$ cat src/masec_pkg.sv
/*
 Package for the memory access decode and program security block.
 Holds address map constants, register layouts, reset values and timing.
 Assumes the core and debug port share the core clock and chip reset.
*/
package masec_pkg;
  // ==========================================================
  // Security fuse register
  localparam logic [15:0] SEC_FUSE_ADDR = 16'hffd7;
  localparam int FUSE_PROG_EN_BIT = 7;
  localparam int BOOT_STRAP_BIT = 5;
  localparam int LOCK_ONE_BIT = 1;
  localparam int LOCK_ZERO_BIT = 0;
  // ==========================================================
  // Flash control and pointer select registers
  localparam logic [7:0] FLASH_CTRL_ADDR = 8'hb2;
  localparam int PROTECT_BIT = 6;
  localparam int EARLY_BOOT_BIT = 7;
  localparam logic [7:0] POINTER_SEL_ADDR = 8'h92;
  // ==========================================================
  // Internal data memory
  localparam logic [7:0] UPPER_HALF_BASE = 8'h80;
  localparam logic [7:0] BANK_AREA_END = 8'h1f;
  localparam logic [7:0] BIT_AREA_BASE = 8'h20;
  localparam logic [7:0] BIT_AREA_END = 8'h2f;
  // ==========================================================
  // External data space
  localparam logic [15:0] XRAM_END = 16'h07ff;
  localparam logic [15:0] USB_BASE = 16'hfc00;
  localparam logic [15:0] USB_END = 16'hfdff;
  localparam logic [15:0] CARD_BASE = 16'hfe00;
  localparam logic [15:0] CARD_END = 16'hff7f;
  localparam logic [15:0] PERIPH_BASE = 16'hff80;
  // ==========================================================
  // Timing and reset values
  localparam int PREBOOT_CYCLES = 32;
  localparam logic [7:0] RESET_BYTE = 8'h00;
  localparam logic [15:0] RESET_WORD = 16'h0000;

  typedef enum logic [1:0] {
    MASEC_DIRECT,
    MASEC_INDIRECT,
    MASEC_BIT
  } masec_mode_t;

  typedef enum logic [2:0] {
    MASEC_XR_NONE,
    MASEC_XR_RAM,
    MASEC_XR_USB,
    MASEC_XR_CARD,
    MASEC_XR_PERIPH
  } masec_xregion_t;
endpackage

$ cat src/masec_top.sv
/*
 Memory access decode and program security logic.
 Assumes registers are reached at their printed special function or
 external addresses by the core's write strobes and read back on the rdata outputs, synchronous inputs.
*/
`timescale 1ns/1ps
`default_nettype none
module masec_top #(
  parameter int PREBOOT_LEN = masec_pkg::PREBOOT_CYCLES
) (
  // Clock and reset
  input wire logic i_core_clk,
  input wire logic i_rst_b,
  // Core special function register access
  input wire logic i_sfr_wr,
  input wire logic [7:0] i_sfr_addr,
  input wire logic [7:0] i_sfr_wdata,
  output logic [7:0] o_flash_ctrl_rdata,
  // External space register access
  input wire logic i_xsfr_wr,
  input wire logic [15:0] i_xaddr_wr,
  input wire logic [7:0] i_xsfr_wdata,
  output logic [7:0] o_sec_fuse_rdata,
  // Fuse and strap levels
  input wire logic i_boot_strap_level,
  input wire logic i_lock_fuse_one,
  input wire logic i_lock_fuse_zero,
  // Internal memory access
  input wire logic [7:0] i_iram_addr,
  input wire logic i_iram_indirect,
  input wire logic [1:0] i_bank_sel,
  input wire logic [2:0] i_reg_num,
  input wire logic [6:0] i_bit_addr,
  output logic [7:0] o_iram_index,
  output logic o_iram_upper_ram,
  output logic o_iram_sfr,
  output logic [7:0] o_bit_byte,
  output logic [2:0] o_bit_pos,
  // External move address
  input wire logic i_xmove_ri,
  input wire logic [7:0] i_ri_value,
  input wire logic [15:0] i_primary_data_pointer,
  input wire logic [15:0] i_alternate_data_pointer,
  output logic [15:0] o_xaddr,
  output logic [15:0] o_active_pointer,
  output logic o_pointer_select,
  output logic o_xr_ram,
  output logic o_xr_usb,
  output logic o_xr_card,
  output logic o_xr_periph,
  // Flash requests
  input wire logic i_page_erase_req,
  input wire logic i_page_write_req,
  input wire logic i_from_debug,
  input wire logic [6:0] i_page,
  input wire logic i_global_erase,
  input wire logic i_debug_read_req,
  input wire logic i_debug_op_req,
  output logic o_page_erase_ok,
  output logic o_page_write_ok,
  output logic o_debug_read_ok,
  output logic o_debug_op_ok,
  output logic o_global_erase_ok,
  output logic o_xram_clear,
  // Status
  output logic o_debug_enabled,
  output logic o_preboot,
  output logic o_protect,
  output logic o_fuse_program_enable
);
  // ==========================================================
  // State
  typedef struct packed {
    logic [5:0] cnt;
    logic preboot;
    logic protect;
    logic fuse_prog;
    logic ptr_sel;
    logic [7:0] flash_rd;
    logic [7:0] fuse_rd;
    logic xclr;
  } masec_state_t;

  masec_state_t st, next_st;

  function automatic masec_pkg::masec_xregion_t xregion(
    input logic [15:0] a);
    masec_pkg::masec_xregion_t r;
    r = masec_pkg::MASEC_XR_NONE;
    if (a <= masec_pkg::XRAM_END) begin
      r = masec_pkg::MASEC_XR_RAM;
    end else if (a >= masec_pkg::USB_BASE && a <= masec_pkg::USB_END) begin
      r = masec_pkg::MASEC_XR_USB;
    end else if (a >= masec_pkg::CARD_BASE && a <= masec_pkg::CARD_END) begin
      r = masec_pkg::MASEC_XR_CARD;
    end else if (a >= masec_pkg::PERIPH_BASE) begin
      r = masec_pkg::MASEC_XR_PERIPH;
    end
    return r;
  endfunction

  localparam logic [5:0] PB_LAST = 6'(PREBOOT_LEN - 1);

  // ==========================================================
  // Register updates
  always_comb begin
    next_st = st;
    if (st.preboot) begin
      if (st.cnt == PB_LAST) begin
        next_st.preboot = 1'b0;
      end else begin
        next_st.cnt = st.cnt + 6'd1;
      end
    end
    if (i_sfr_wr && i_sfr_addr == masec_pkg::FLASH_CTRL_ADDR &&
        i_sfr_wdata[masec_pkg::PROTECT_BIT]) begin
      next_st.protect = 1'b1; // set only; cleared by reset
    end
    if (i_sfr_wr && i_sfr_addr == masec_pkg::POINTER_SEL_ADDR) begin
      next_st.ptr_sel = i_sfr_wdata[0];
    end
    if (i_xsfr_wr && i_xaddr_wr == masec_pkg::SEC_FUSE_ADDR) begin
      next_st.fuse_prog = i_xsfr_wdata[masec_pkg::FUSE_PROG_EN_BIT];
    end
    next_st.flash_rd = masec_pkg::RESET_BYTE;
    next_st.flash_rd[masec_pkg::PROTECT_BIT] = next_st.protect;
    next_st.flash_rd[masec_pkg::EARLY_BOOT_BIT] = next_st.preboot;
    next_st.fuse_rd = masec_pkg::RESET_BYTE;
    next_st.fuse_rd[masec_pkg::FUSE_PROG_EN_BIT] = next_st.fuse_prog;
    next_st.fuse_rd[masec_pkg::BOOT_STRAP_BIT] = i_boot_strap_level;
    next_st.fuse_rd[masec_pkg::LOCK_ONE_BIT] = i_lock_fuse_one;
    next_st.fuse_rd[masec_pkg::LOCK_ZERO_BIT] = i_lock_fuse_zero;
    // Global erase wipes external RAM whatever the protect bit holds; fuse one or pre-boot blocks it
    next_st.xclr = i_global_erase && o_global_erase_ok;
  end

  always_ff @(posedge i_core_clk) begin
    if (!i_rst_b) begin
      st <= '0;
      st.preboot <= 1'b1;
    end else begin
      st <= next_st;
    end
  end

  // ==========================================================
  // Internal memory decode
  always_comb begin
    o_iram_sfr = !i_iram_indirect && i_iram_addr >= masec_pkg::UPPER_HALF_BASE;
    o_iram_upper_ram = i_iram_indirect &&
      i_iram_addr >= masec_pkg::UPPER_HALF_BASE;
    o_iram_index = i_iram_addr;
    if (!i_iram_indirect && i_iram_addr <= masec_pkg::BANK_AREA_END &&
        i_iram_addr[7:5] == 3'b000) begin
      o_iram_index = i_iram_addr;
    end
    o_bit_byte = masec_pkg::BIT_AREA_BASE + {4'h0, i_bit_addr[6:3]};
    o_bit_pos = i_bit_addr[2:0];
  end

  // Register bank address of R0-R7 by i_reg_num/for Ri moves, from PROGRAM_STATUS_WORD bank bits
  logic [7:0] bank_reg_addr;
  assign bank_reg_addr = {3'b000, i_bank_sel, i_reg_num};

  // ==========================================================
  // External address and pointer select
  masec_pkg::masec_xregion_t xr;
  assign o_pointer_select = st.ptr_sel;
  assign o_active_pointer = st.ptr_sel ? i_alternate_data_pointer :
                            i_primary_data_pointer;
  assign o_xaddr = i_xmove_ri ? {8'h00, i_ri_value} : o_active_pointer;
  assign xr = xregion(o_xaddr);
  assign o_xr_ram = xr == masec_pkg::MASEC_XR_RAM;
  assign o_xr_usb = xr == masec_pkg::MASEC_XR_USB;
  assign o_xr_card = xr == masec_pkg::MASEC_XR_CARD;
  assign o_xr_periph = xr == masec_pkg::MASEC_XR_PERIPH;

  // ==========================================================
  // Security gating
  logic page0;
  logic dbg_on;
  assign page0 = i_page == 7'd0;
  // Fuse input is combinational so it acts even while reset holds
  assign dbg_on = !st.preboot && !i_lock_fuse_one;
  assign o_debug_enabled = dbg_on;
  assign o_debug_op_ok = i_debug_op_req && dbg_on && !st.protect;
  assign o_debug_read_ok = i_debug_read_req && dbg_on && !st.protect;
  assign o_global_erase_ok = dbg_on;
  assign o_page_erase_ok = i_page_erase_req &&
    !(page0 && (st.protect || (i_lock_fuse_one && !i_from_debug))) &&
    !(i_from_debug && (!dbg_on || st.protect));
  assign o_page_write_ok = i_page_write_req &&
    !(page0 && (st.protect || (i_lock_fuse_one && !i_from_debug))) &&
    !(i_from_debug && (!dbg_on || st.protect));
  assign o_xram_clear = st.xclr;
  assign o_preboot = st.preboot;
  assign o_protect = st.protect;
  assign o_fuse_program_enable = st.fuse_prog;
  assign o_flash_ctrl_rdata = st.flash_rd;
  assign o_sec_fuse_rdata = st.fuse_rd;
endmodule
`default_nettype wire

$ cat config.mk
export PLATFORM = sky130hd
export DESIGN_NAME = masec_top
export DESIGN_NICKNAME = d
export VERILOG_FILES = /design/src/masec_pkg.sv /design/src/masec_top.sv
export SDC_FILE = /design/constraint.sdc
export NUM_CORES = 1
export LEC_CHECK = 0
export ABC_CLOCK_PERIOD_IN_PS = 3350
export BUFFER_PORTS_ARGS = -buffer_cell sky130_fd_sc_hd__buf_2
export CORE_AREA = 2 2 79 81
export DETAILED_ROUTE_END_ITERATION = 7
export DIE_AREA = 0 0 81 83
export PLACE_DENSITY = 0.67
export SLEW_MARGIN = 20
export SYNTH_ARGS = -nofsm -noshare
export SYNTH_HDL_FRONTEND = slang
export SYNTH_SLANG_ARGS = --single-unit
$ cat constraint.sdc
create_clock -name i_core_clk -period 3.35 [get_ports i_core_clk]
set_input_delay 0.1675 -clock i_core_clk [delete_from_list [all_inputs] [get_ports i_core_clk]]
set_output_delay 0.1675 -clock i_core_clk [all_outputs]
set_load 0.03 [all_outputs]
---- Yosys cells after proc, flatten, opt, wreduce, memory -nomap -nowiden ----
Cells that the tools add are included.
word-level totals
  output and inout bits ................... 84
  memory bits (read-only) ................. 0
  register bits ........................... 27
  memories ................................ 0
  input port bits ......................... 122
  RAM bits ................................ 0
  bits in latches ......................... 0
  word-level logic and storage cells ...... 71
cells by class
  mux-type cells .......................... 10
  equal/unequal tests ..................... 8
  order comparisons ....................... 7
  bitwise logic cells ..................... 1
  div/mod/pow operators ................... 0
  shift operators ......................... 0
  $add $sub $neg .......................... 2
  $mul .................................... 0
  reductions and logical operators ........ 33
operator list
  kind                    count
  $ge A16 B16 Y1 const B  3
  $le A16 B16 Y1 const B  2
  $mux W16                2
  $logic_and A1 B1 Y1     21
  $eq A16 B16 Y1 const B  1
  $eq A8 B8 Y1 const B    2
  $le A16 B11 Y1 const B  1
  $mux W3                 4
  $ge A8 B8 Y1 const B    1
  $logic_not A1 Y1        8
  $add A6 B4 Y7 const A   1
  $logic_not A7 Y1        1
  $add A6 B1 Y6 const B   1
  $eq A3 B2 Y1 const B    2
  $eq A6 B5 Y1 const B    1
  $mux W1                 4
  $eq A3 B1 Y1 const B    1
  $eq A3 B3 Y1 const B    1
  $logic_or A1 B1 Y1      2
  $reduce_and A2 Y1       1
  $not A1 Y1              1

---- Logic depth before layout (Yosys ltp) ----
  word-level depth ........................ 8
  mapped depth ............................ 5
  gate-level depth less buffers ........... 5

---- Worst setup path after synthesis ----
No wires, ideal clock.
  path type ............................... flip-flop to output port
  start point ............................. reg st (netlist bit o_pointer_select)
  end point ............................... out o_xr_usb
  data arrival time ....................... 2,146 ps
  data required time ...................... 3,182 ps
  stages on the path, launching flop included .. 5
  setup slack ............................. 1,036 ps
  path buffers ............................ 1
  cells stage by stage .................... dfxtp_1 > buf_6 > mux2_2 > nor2b_1 > nor3_1
between the ends
  word-level cells in the longest chain between the ends .. 8
  elaborated cells between the ends (all ways) .. 15
  classes of those cells .................. order compare: 6; eq/ne: 1; mux: 6; reduce/logical: 2
RTL lines
  element                                         RTL line                          text
  start, declared                                 masec_top.sv:84                   masec_state_t st, next_st;
  start signal, assigned                          masec_top.sv:142                  st <= next_st;
  $mux W16 *                                      masec_top.sv:169                  assign o_active_pointer = st.ptr_sel ? i_alternate_data_pointer :
  via o_active_pointer[9]                         masec_top.sv:45                   output logic [15:0] o_active_pointer,
  $mux W16 *                                      masec_top.sv:171                  assign o_xaddr = i_xmove_ri ? {8'h00, i_ri_value} : o_active_pointer;
  via o_xaddr[9]                                  masec_top.sv:44                   output logic [15:0] o_xaddr,
  $ge A16 B16 Y1, or another cell as far along    masec_top.sv:96                   end else if (a >= masec_pkg::PERIPH_BASE) begin
  $mux W3 or $logic_and A1 B1 Y1 (tied branches)  masec_top.sv:96, masec_top.sv:94
  $mux W3                                         masec_top.sv:94                   end else if (a >= masec_pkg::CARD_BASE && a <= masec_pkg::CARD_END) begin
  $mux W3                                         masec_top.sv:92                   end else if (a >= masec_pkg::USB_BASE && a <= masec_pkg::USB_END) begin
  $mux W3 *                                       masec_top.sv:90                   if (a <= masec_pkg::XRAM_END) begin
  $eq A3 B2 Y1 *                                  masec_top.sv:174                  assign o_xr_usb = xr == masec_pkg::MASEC_XR_USB;
  end, declared                                   masec_top.sv:48                   output logic o_xr_usb,
Mark *: on every way through the listed nets, which the timed path passes. The rest lies on a longest branch.

---- Worst setup path in the final report ----
  start point ............................. reg st (netlist bit o_pointer_select)
  end point ............................... out o_xr_periph
between the ends
  word-level cells in the longest chain between the ends .. 8
  elaborated cells between the ends (all ways) .. 15
  classes of those cells .................. order compare: 6; eq/ne: 1; mux: 6; reduce/logical: 2
RTL lines
  element                                         RTL line                          text
  $mux W16 *                                      masec_top.sv:169
  $mux W16 *                                      masec_top.sv:171
  $ge A16 B16 Y1, or another cell as far along    masec_top.sv:96
  $mux W3 or $logic_and A1 B1 Y1 (tied branches)  masec_top.sv:96, masec_top.sv:94
  $mux W3                                         masec_top.sv:94
  $mux W3                                         masec_top.sv:92
  $mux W3 *                                       masec_top.sv:90
  $eq A3 B3 Y1 *                                  masec_top.sv:176                  assign o_xr_periph = xr == masec_pkg::MASEC_XR_PERIPH;
  end, declared                                   masec_top.sv:50                   output logic o_xr_periph,
Mark *: on every way between the ends. The rest lies on a longest branch, timed or not.

==> Flow_metrics.wiki <==
{| class="wikitable"
! Metric !! Value
|-
| Status || finished, final reports clean
|-
| Required time at the endpoint of the critical path || 3180 ps
|-
| Largest net degree at the start of global routing || 22
|-
| Final Hold Violating Endpoints || 0
|-
| Net switching component of the power || 197 uW
|-
| Combined global-route utilization of all metal layers || 11.5%
|-
| Leading cell type by number of instances after synthesis || sky130_fd_sc_hd__buf_4
|-
| H-tree depth reported by CTS || 1
|-
| Maximum fanout encountered on the critical timing path || 21
|-
| Path category of the worst min-delay check || in2reg
|-
| Root buf cell || sky130_fd_sc_hd__clkbuf_8
|-
| Buffer levels on the longest clock path || 2
|-
| Internal power component || 351 uW
|-
| Highest clock rate || 424 MHz
|-
| Via count of the first global-routing pass || 1420
|-
| Worst hold slack across all endpoints || 125 ps
|-
| Count of different cell masters after synthesis || 40
|-
| First-pass GRT wire length || 6190 um
|-
| Category of the worst setup path capture point || output pin
|-
| Worst-case headroom to the max-slew limit || 40.9%
|-
| Top cells by area, synth || sky130_fd_sc_hd__dfxtp_1, sky130_fd_sc_hd__buf_4, sky130_fd_sc_hd__mux2_2
|-
| Area taken by multi-input logic gates || 821 um2
|-
| Count of buffers from port buffering || 145
|-
| Die width || 81 um
|-
| Total clock sinks || 15
|-
| TritonCTS clock tree || yes
|-
| Leakage power || 1.06 nW
|-
| Iteration-0 DRC Markers || 37
|-
| Final WL || 4080 um
|-
| Part of the power in the clock network || 26.3%
|-
| Power density relative to cell area || 272 nW/um2
|-
| YS warnings || 0
|-
| Setup repair after global routing missed its margin || no
|-
| Post-route fraction of the period consumed by the critical path || 70.5%
|-
| Latest clock arrival within the worst-skew pair || 240 ps
|-
| Worst-margin pin slew || 886 ps
|-
| Overflow left after global routing || 0
|-
| Number of remaining DRC errors || 0
|-
| Max Slew Vio Count || 0
|-
| Gate count of the mapped netlist || 171
|-
| Relative contribution of combinational cells to total power || 39.4%
|-
| Die span in y || 83 um
|-
| Number of vias per cell || 4.32
|-
| Ys async rst share || 0%
|-
| Max-Cap Viols || 0
|-
| Sw Share || 35.9%
|-
| Cell type with the highest aggregate area in the netlist || sky130_fd_sc_hd__dfxtp_1
|-
| Number of synthesized register bits || 15
|-
| Clock buffers created by TritonCTS || 3
|-
| Post-DRT Antenna Nets || 0
|-
| Core region area || 5820 um2
|-
| R2R Path Start || st[21]
|-
| Critical Path Start Type || flop
|-
| First-pass iteration count of the detailed router || 4
|-
| Total negative setup slack || 0 ps
|-
| Clock-pin transition on the worst setup and hold timing paths || 60 ps
|-
| Share of cells above drive strength 1 || 59.3%
|-
| Number of rows created at floorplan || 28
|-
| Initial Util || 24.2%
|-
| Count of boundary I/O pins || 206
|-
| Number of fill cells in the layout || 630
|-
| Origin of the worst setup path || o_pointer_select
|-
| Leading post-synthesis cells by instance count || sky130_fd_sc_hd__buf_4, sky130_fd_sc_hd__mux2_2, sky130_fd_sc_hd__dfxtp_1, sky130_fd_sc_hd__nor2_1
|-
| Top-area cell type share of the netlist area || 21.3%
|-
| Footprint of the flip-flops and latches || 300 um2
|-
| Final setup violation count || 0
|-
| Die footprint || 6720 um2
|-
| Weighted congestion at the end of routability-driven global placement || 0.708
|-
| Number of buffers added for setup after CTS || 0
|-
| Sequential element share of the synthesized area || 21.3%
|-
| Flop pwr share || 34.3%
|-
| Flip-flop cell with the highest count after synthesis || sky130_fd_sc_hd__dfxtp_1
|-
| Maximum resistive drop on vdd || 0.128 mV
|-
| Vias || 1577
|-
| Final Critical Period || 2360 ps
|-
| Final #Nets || 414
|-
| Post-DR wirelength/cell || 11.2 um
|-
| Cell area after synthesis || 1410 um2
|-
| Area added between synthesis and finish || 42.7%
|-
| DP Wirelength || 3500 um
|-
| Number of enable flip-flop cells after synthesis || 0
|-
| Type of the worst setup path || reg2out
|-
| Hold-fix buffers, CTS || 0
|-
| Data arrival, critical path || 2190 ps
|-
| Per-instance average area after synthesis || 8.25 um2
|-
| Antenna violations before repair || 0
|-
| N_diodes || 0
|-
| Cells resized by post-CTS repair || 0
|-
| Startpoint of the worst hold path || i_lock_fuse_zero
|-
| Maximum clock skew at final layout || 1.80 ps
|}
registers in the layout, indices dropped and copies added (netlist names):
register               count
o_sec_fuse_rdata           3
o_preboot                  1
st                         6
o_flash_ctrl_rdata         2
o_xram_clear               1
o_pointer_select           1
o_fuse_program_enable      1
per-layer routing:
metal	track usage, %	part of all wire, %	vias up
met2	22.9	53	100
li1	-	-	779
met4	4.93	2.1	0
met5	0	0	-
met1	10.6	34	685
met3	2.39	10	13
cell families after synthesis:
| kind of cell | after synthesis | synth area share [%] |
|---|---|---|
| other cells | 2 | 0.533 |
| simple gates | 61 | 25.0 |
| fa+ha+maj | 1 | 0.887 |
| buf+inv | 49 | 23.7 |
| mux | 26 | 20.4 |
| flops | 15 | 21.3 |
| compound gates | 16 | 7.54 |
| xor+xnor | 1 | 0.621 |
layout make-up:
class | count | area share, %
sequential | 15 | 14.9
multi-input combinational | 119 | 40.8
timing repair buffer | 145 | 36.1
clock buffer | 4 | 2.24
tap | 75 | 4.66
inverter | 7 | 1.31
layout by cell type (no fill, tap or decap):
| master | synthesis | final |
|---|---|---|
| sky130_fd_sc_hd__nor4b_2 | 1 | 1 |
| sky130_fd_sc_hd__a21oi_2 | 1 | 1 |
| sky130_fd_sc_hd__or4b_4 | 1 | 1 |
| sky130_fd_sc_hd__o21a_1 | 1 | 1 |
| sky130_fd_sc_hd__mux2_2 | 18 | 18 |
| sky130_fd_sc_hd__or3_1 | 1 | 1 |
| sky130_fd_sc_hd__nand2b_1 | 2 | 2 |
| sky130_fd_sc_hd__nor3_1 | 5 | 5 |
| sky130_fd_sc_hd__nor2_1 | 13 | 13 |
| sky130_fd_sc_hd__and2_1 | 7 | 7 |
| sky130_fd_sc_hd__nand4_1 | 3 | 3 |
| sky130_fd_sc_hd__buf_2 | 3 | 145 |
| sky130_fd_sc_hd__nor2b_1 | 6 | 6 |
| sky130_fd_sc_hd__a311oi_1 | 1 | 1 |
| sky130_fd_sc_hd__a21oi_1 | 5 | 5 |
| sky130_fd_sc_hd__o21ai_0 | 3 | 3 |
| sky130_fd_sc_hd__nor4bb_1 | 1 | 1 |
| sky130_fd_sc_hd__o21ai_2 | 1 | 1 |
| sky130_fd_sc_hd__clkbuf_1 | 1 | 1 |
| sky130_fd_sc_hd__nor3_2 | 1 | 1 |
| sky130_fd_sc_hd__clkbuf_8 | 0 | 3 |
| sky130_fd_sc_hd__mux2_4 | 1 | 1 |
| sky130_fd_sc_hd__and3_1 | 1 | 1 |
| sky130_fd_sc_hd__nor4_1 | 1 | 1 |
| sky130_fd_sc_hd__nand2_1 | 6 | 6 |
| sky130_fd_sc_hd__inv_1 | 7 | 7 |
| sky130_fd_sc_hd__ha_1 | 1 | 1 |
| sky130_fd_sc_hd__or4_1 | 1 | 1 |
| sky130_fd_sc_hd__conb_1 | 2 | 14 |
| sky130_fd_sc_hd__a211oi_1 | 1 | 1 |
| sky130_fd_sc_hd__nand3b_1 | 1 | 1 |
| sky130_fd_sc_hd__o22ai_1 | 1 | 1 |
| sky130_fd_sc_hd__mux2i_1 | 7 | 7 |
| sky130_fd_sc_hd__dfxtp_1 | 15 | 15 |
| sky130_fd_sc_hd__nand3_1 | 7 | 7 |
| sky130_fd_sc_hd__xor2_1 | 1 | 1 |
| sky130_fd_sc_hd__a41o_1 | 1 | 1 |
| sky130_fd_sc_hd__nand4b_1 | 3 | 3 |
| sky130_fd_sc_hd__a41oi_1 | 1 | 1 |
through the flow:
stage	cells	util, %	instance area, um2	setup slack [ps]	total power, mW
2_1_floorplan	183	-	1460	1040	0.371
3_3_place_gp	361	33.8	1970	1260	0.405
3_5_place_dp	361	33.8	1970	1210	0.408
4_1_cts	365	34.6	2010	950	0.555
5_1_grt	365	34.6	2010	671	0.582
6_report	365	34.6	2010	989	0.547
critical path: stages (launching register included):
cell and delay (ps):
sky130_fd_sc_hd__dfxtp_1 890, sky130_fd_sc_hd__nand2_1 140, sky130_fd_sc_hd__o22ai_1 280, sky130_fd_sc_hd__nand3_1 170, sky130_fd_sc_hd__nor4b_2 220, sky130_fd_sc_hd__buf_2 230
power groups by stage:
| stage | combinational (mW) | clock [mW] | sequential [mW] |
|---|---|---|---|
| 2_1_floorplan | 0.180 | 0 | 0.191 |
| 6_report | 0.215 | 0.144 | 0.188 |
| 3_3_place_gp | 0.214 | 0 | 0.192 |
| 5_1_grt | 0.232 | 0.161 | 0.189 |
| 4_1_cts | 0.217 | 0.150 | 0.188 |
| 3_5_place_dp | 0.216 | 0 | 0.192 |
final timing paths:
kind              slack, ps               endpoint  cells past startpoint
hold reg to reg         470  o_fuse_program_enable                      2
hold / removal          120    o_sec_fuse_rdata[0]                      2
setup reg to reg       1910                 st[24]                      5
setup / recovery        990            o_xr_periph                      5
(Power assumes the default switching activity.)
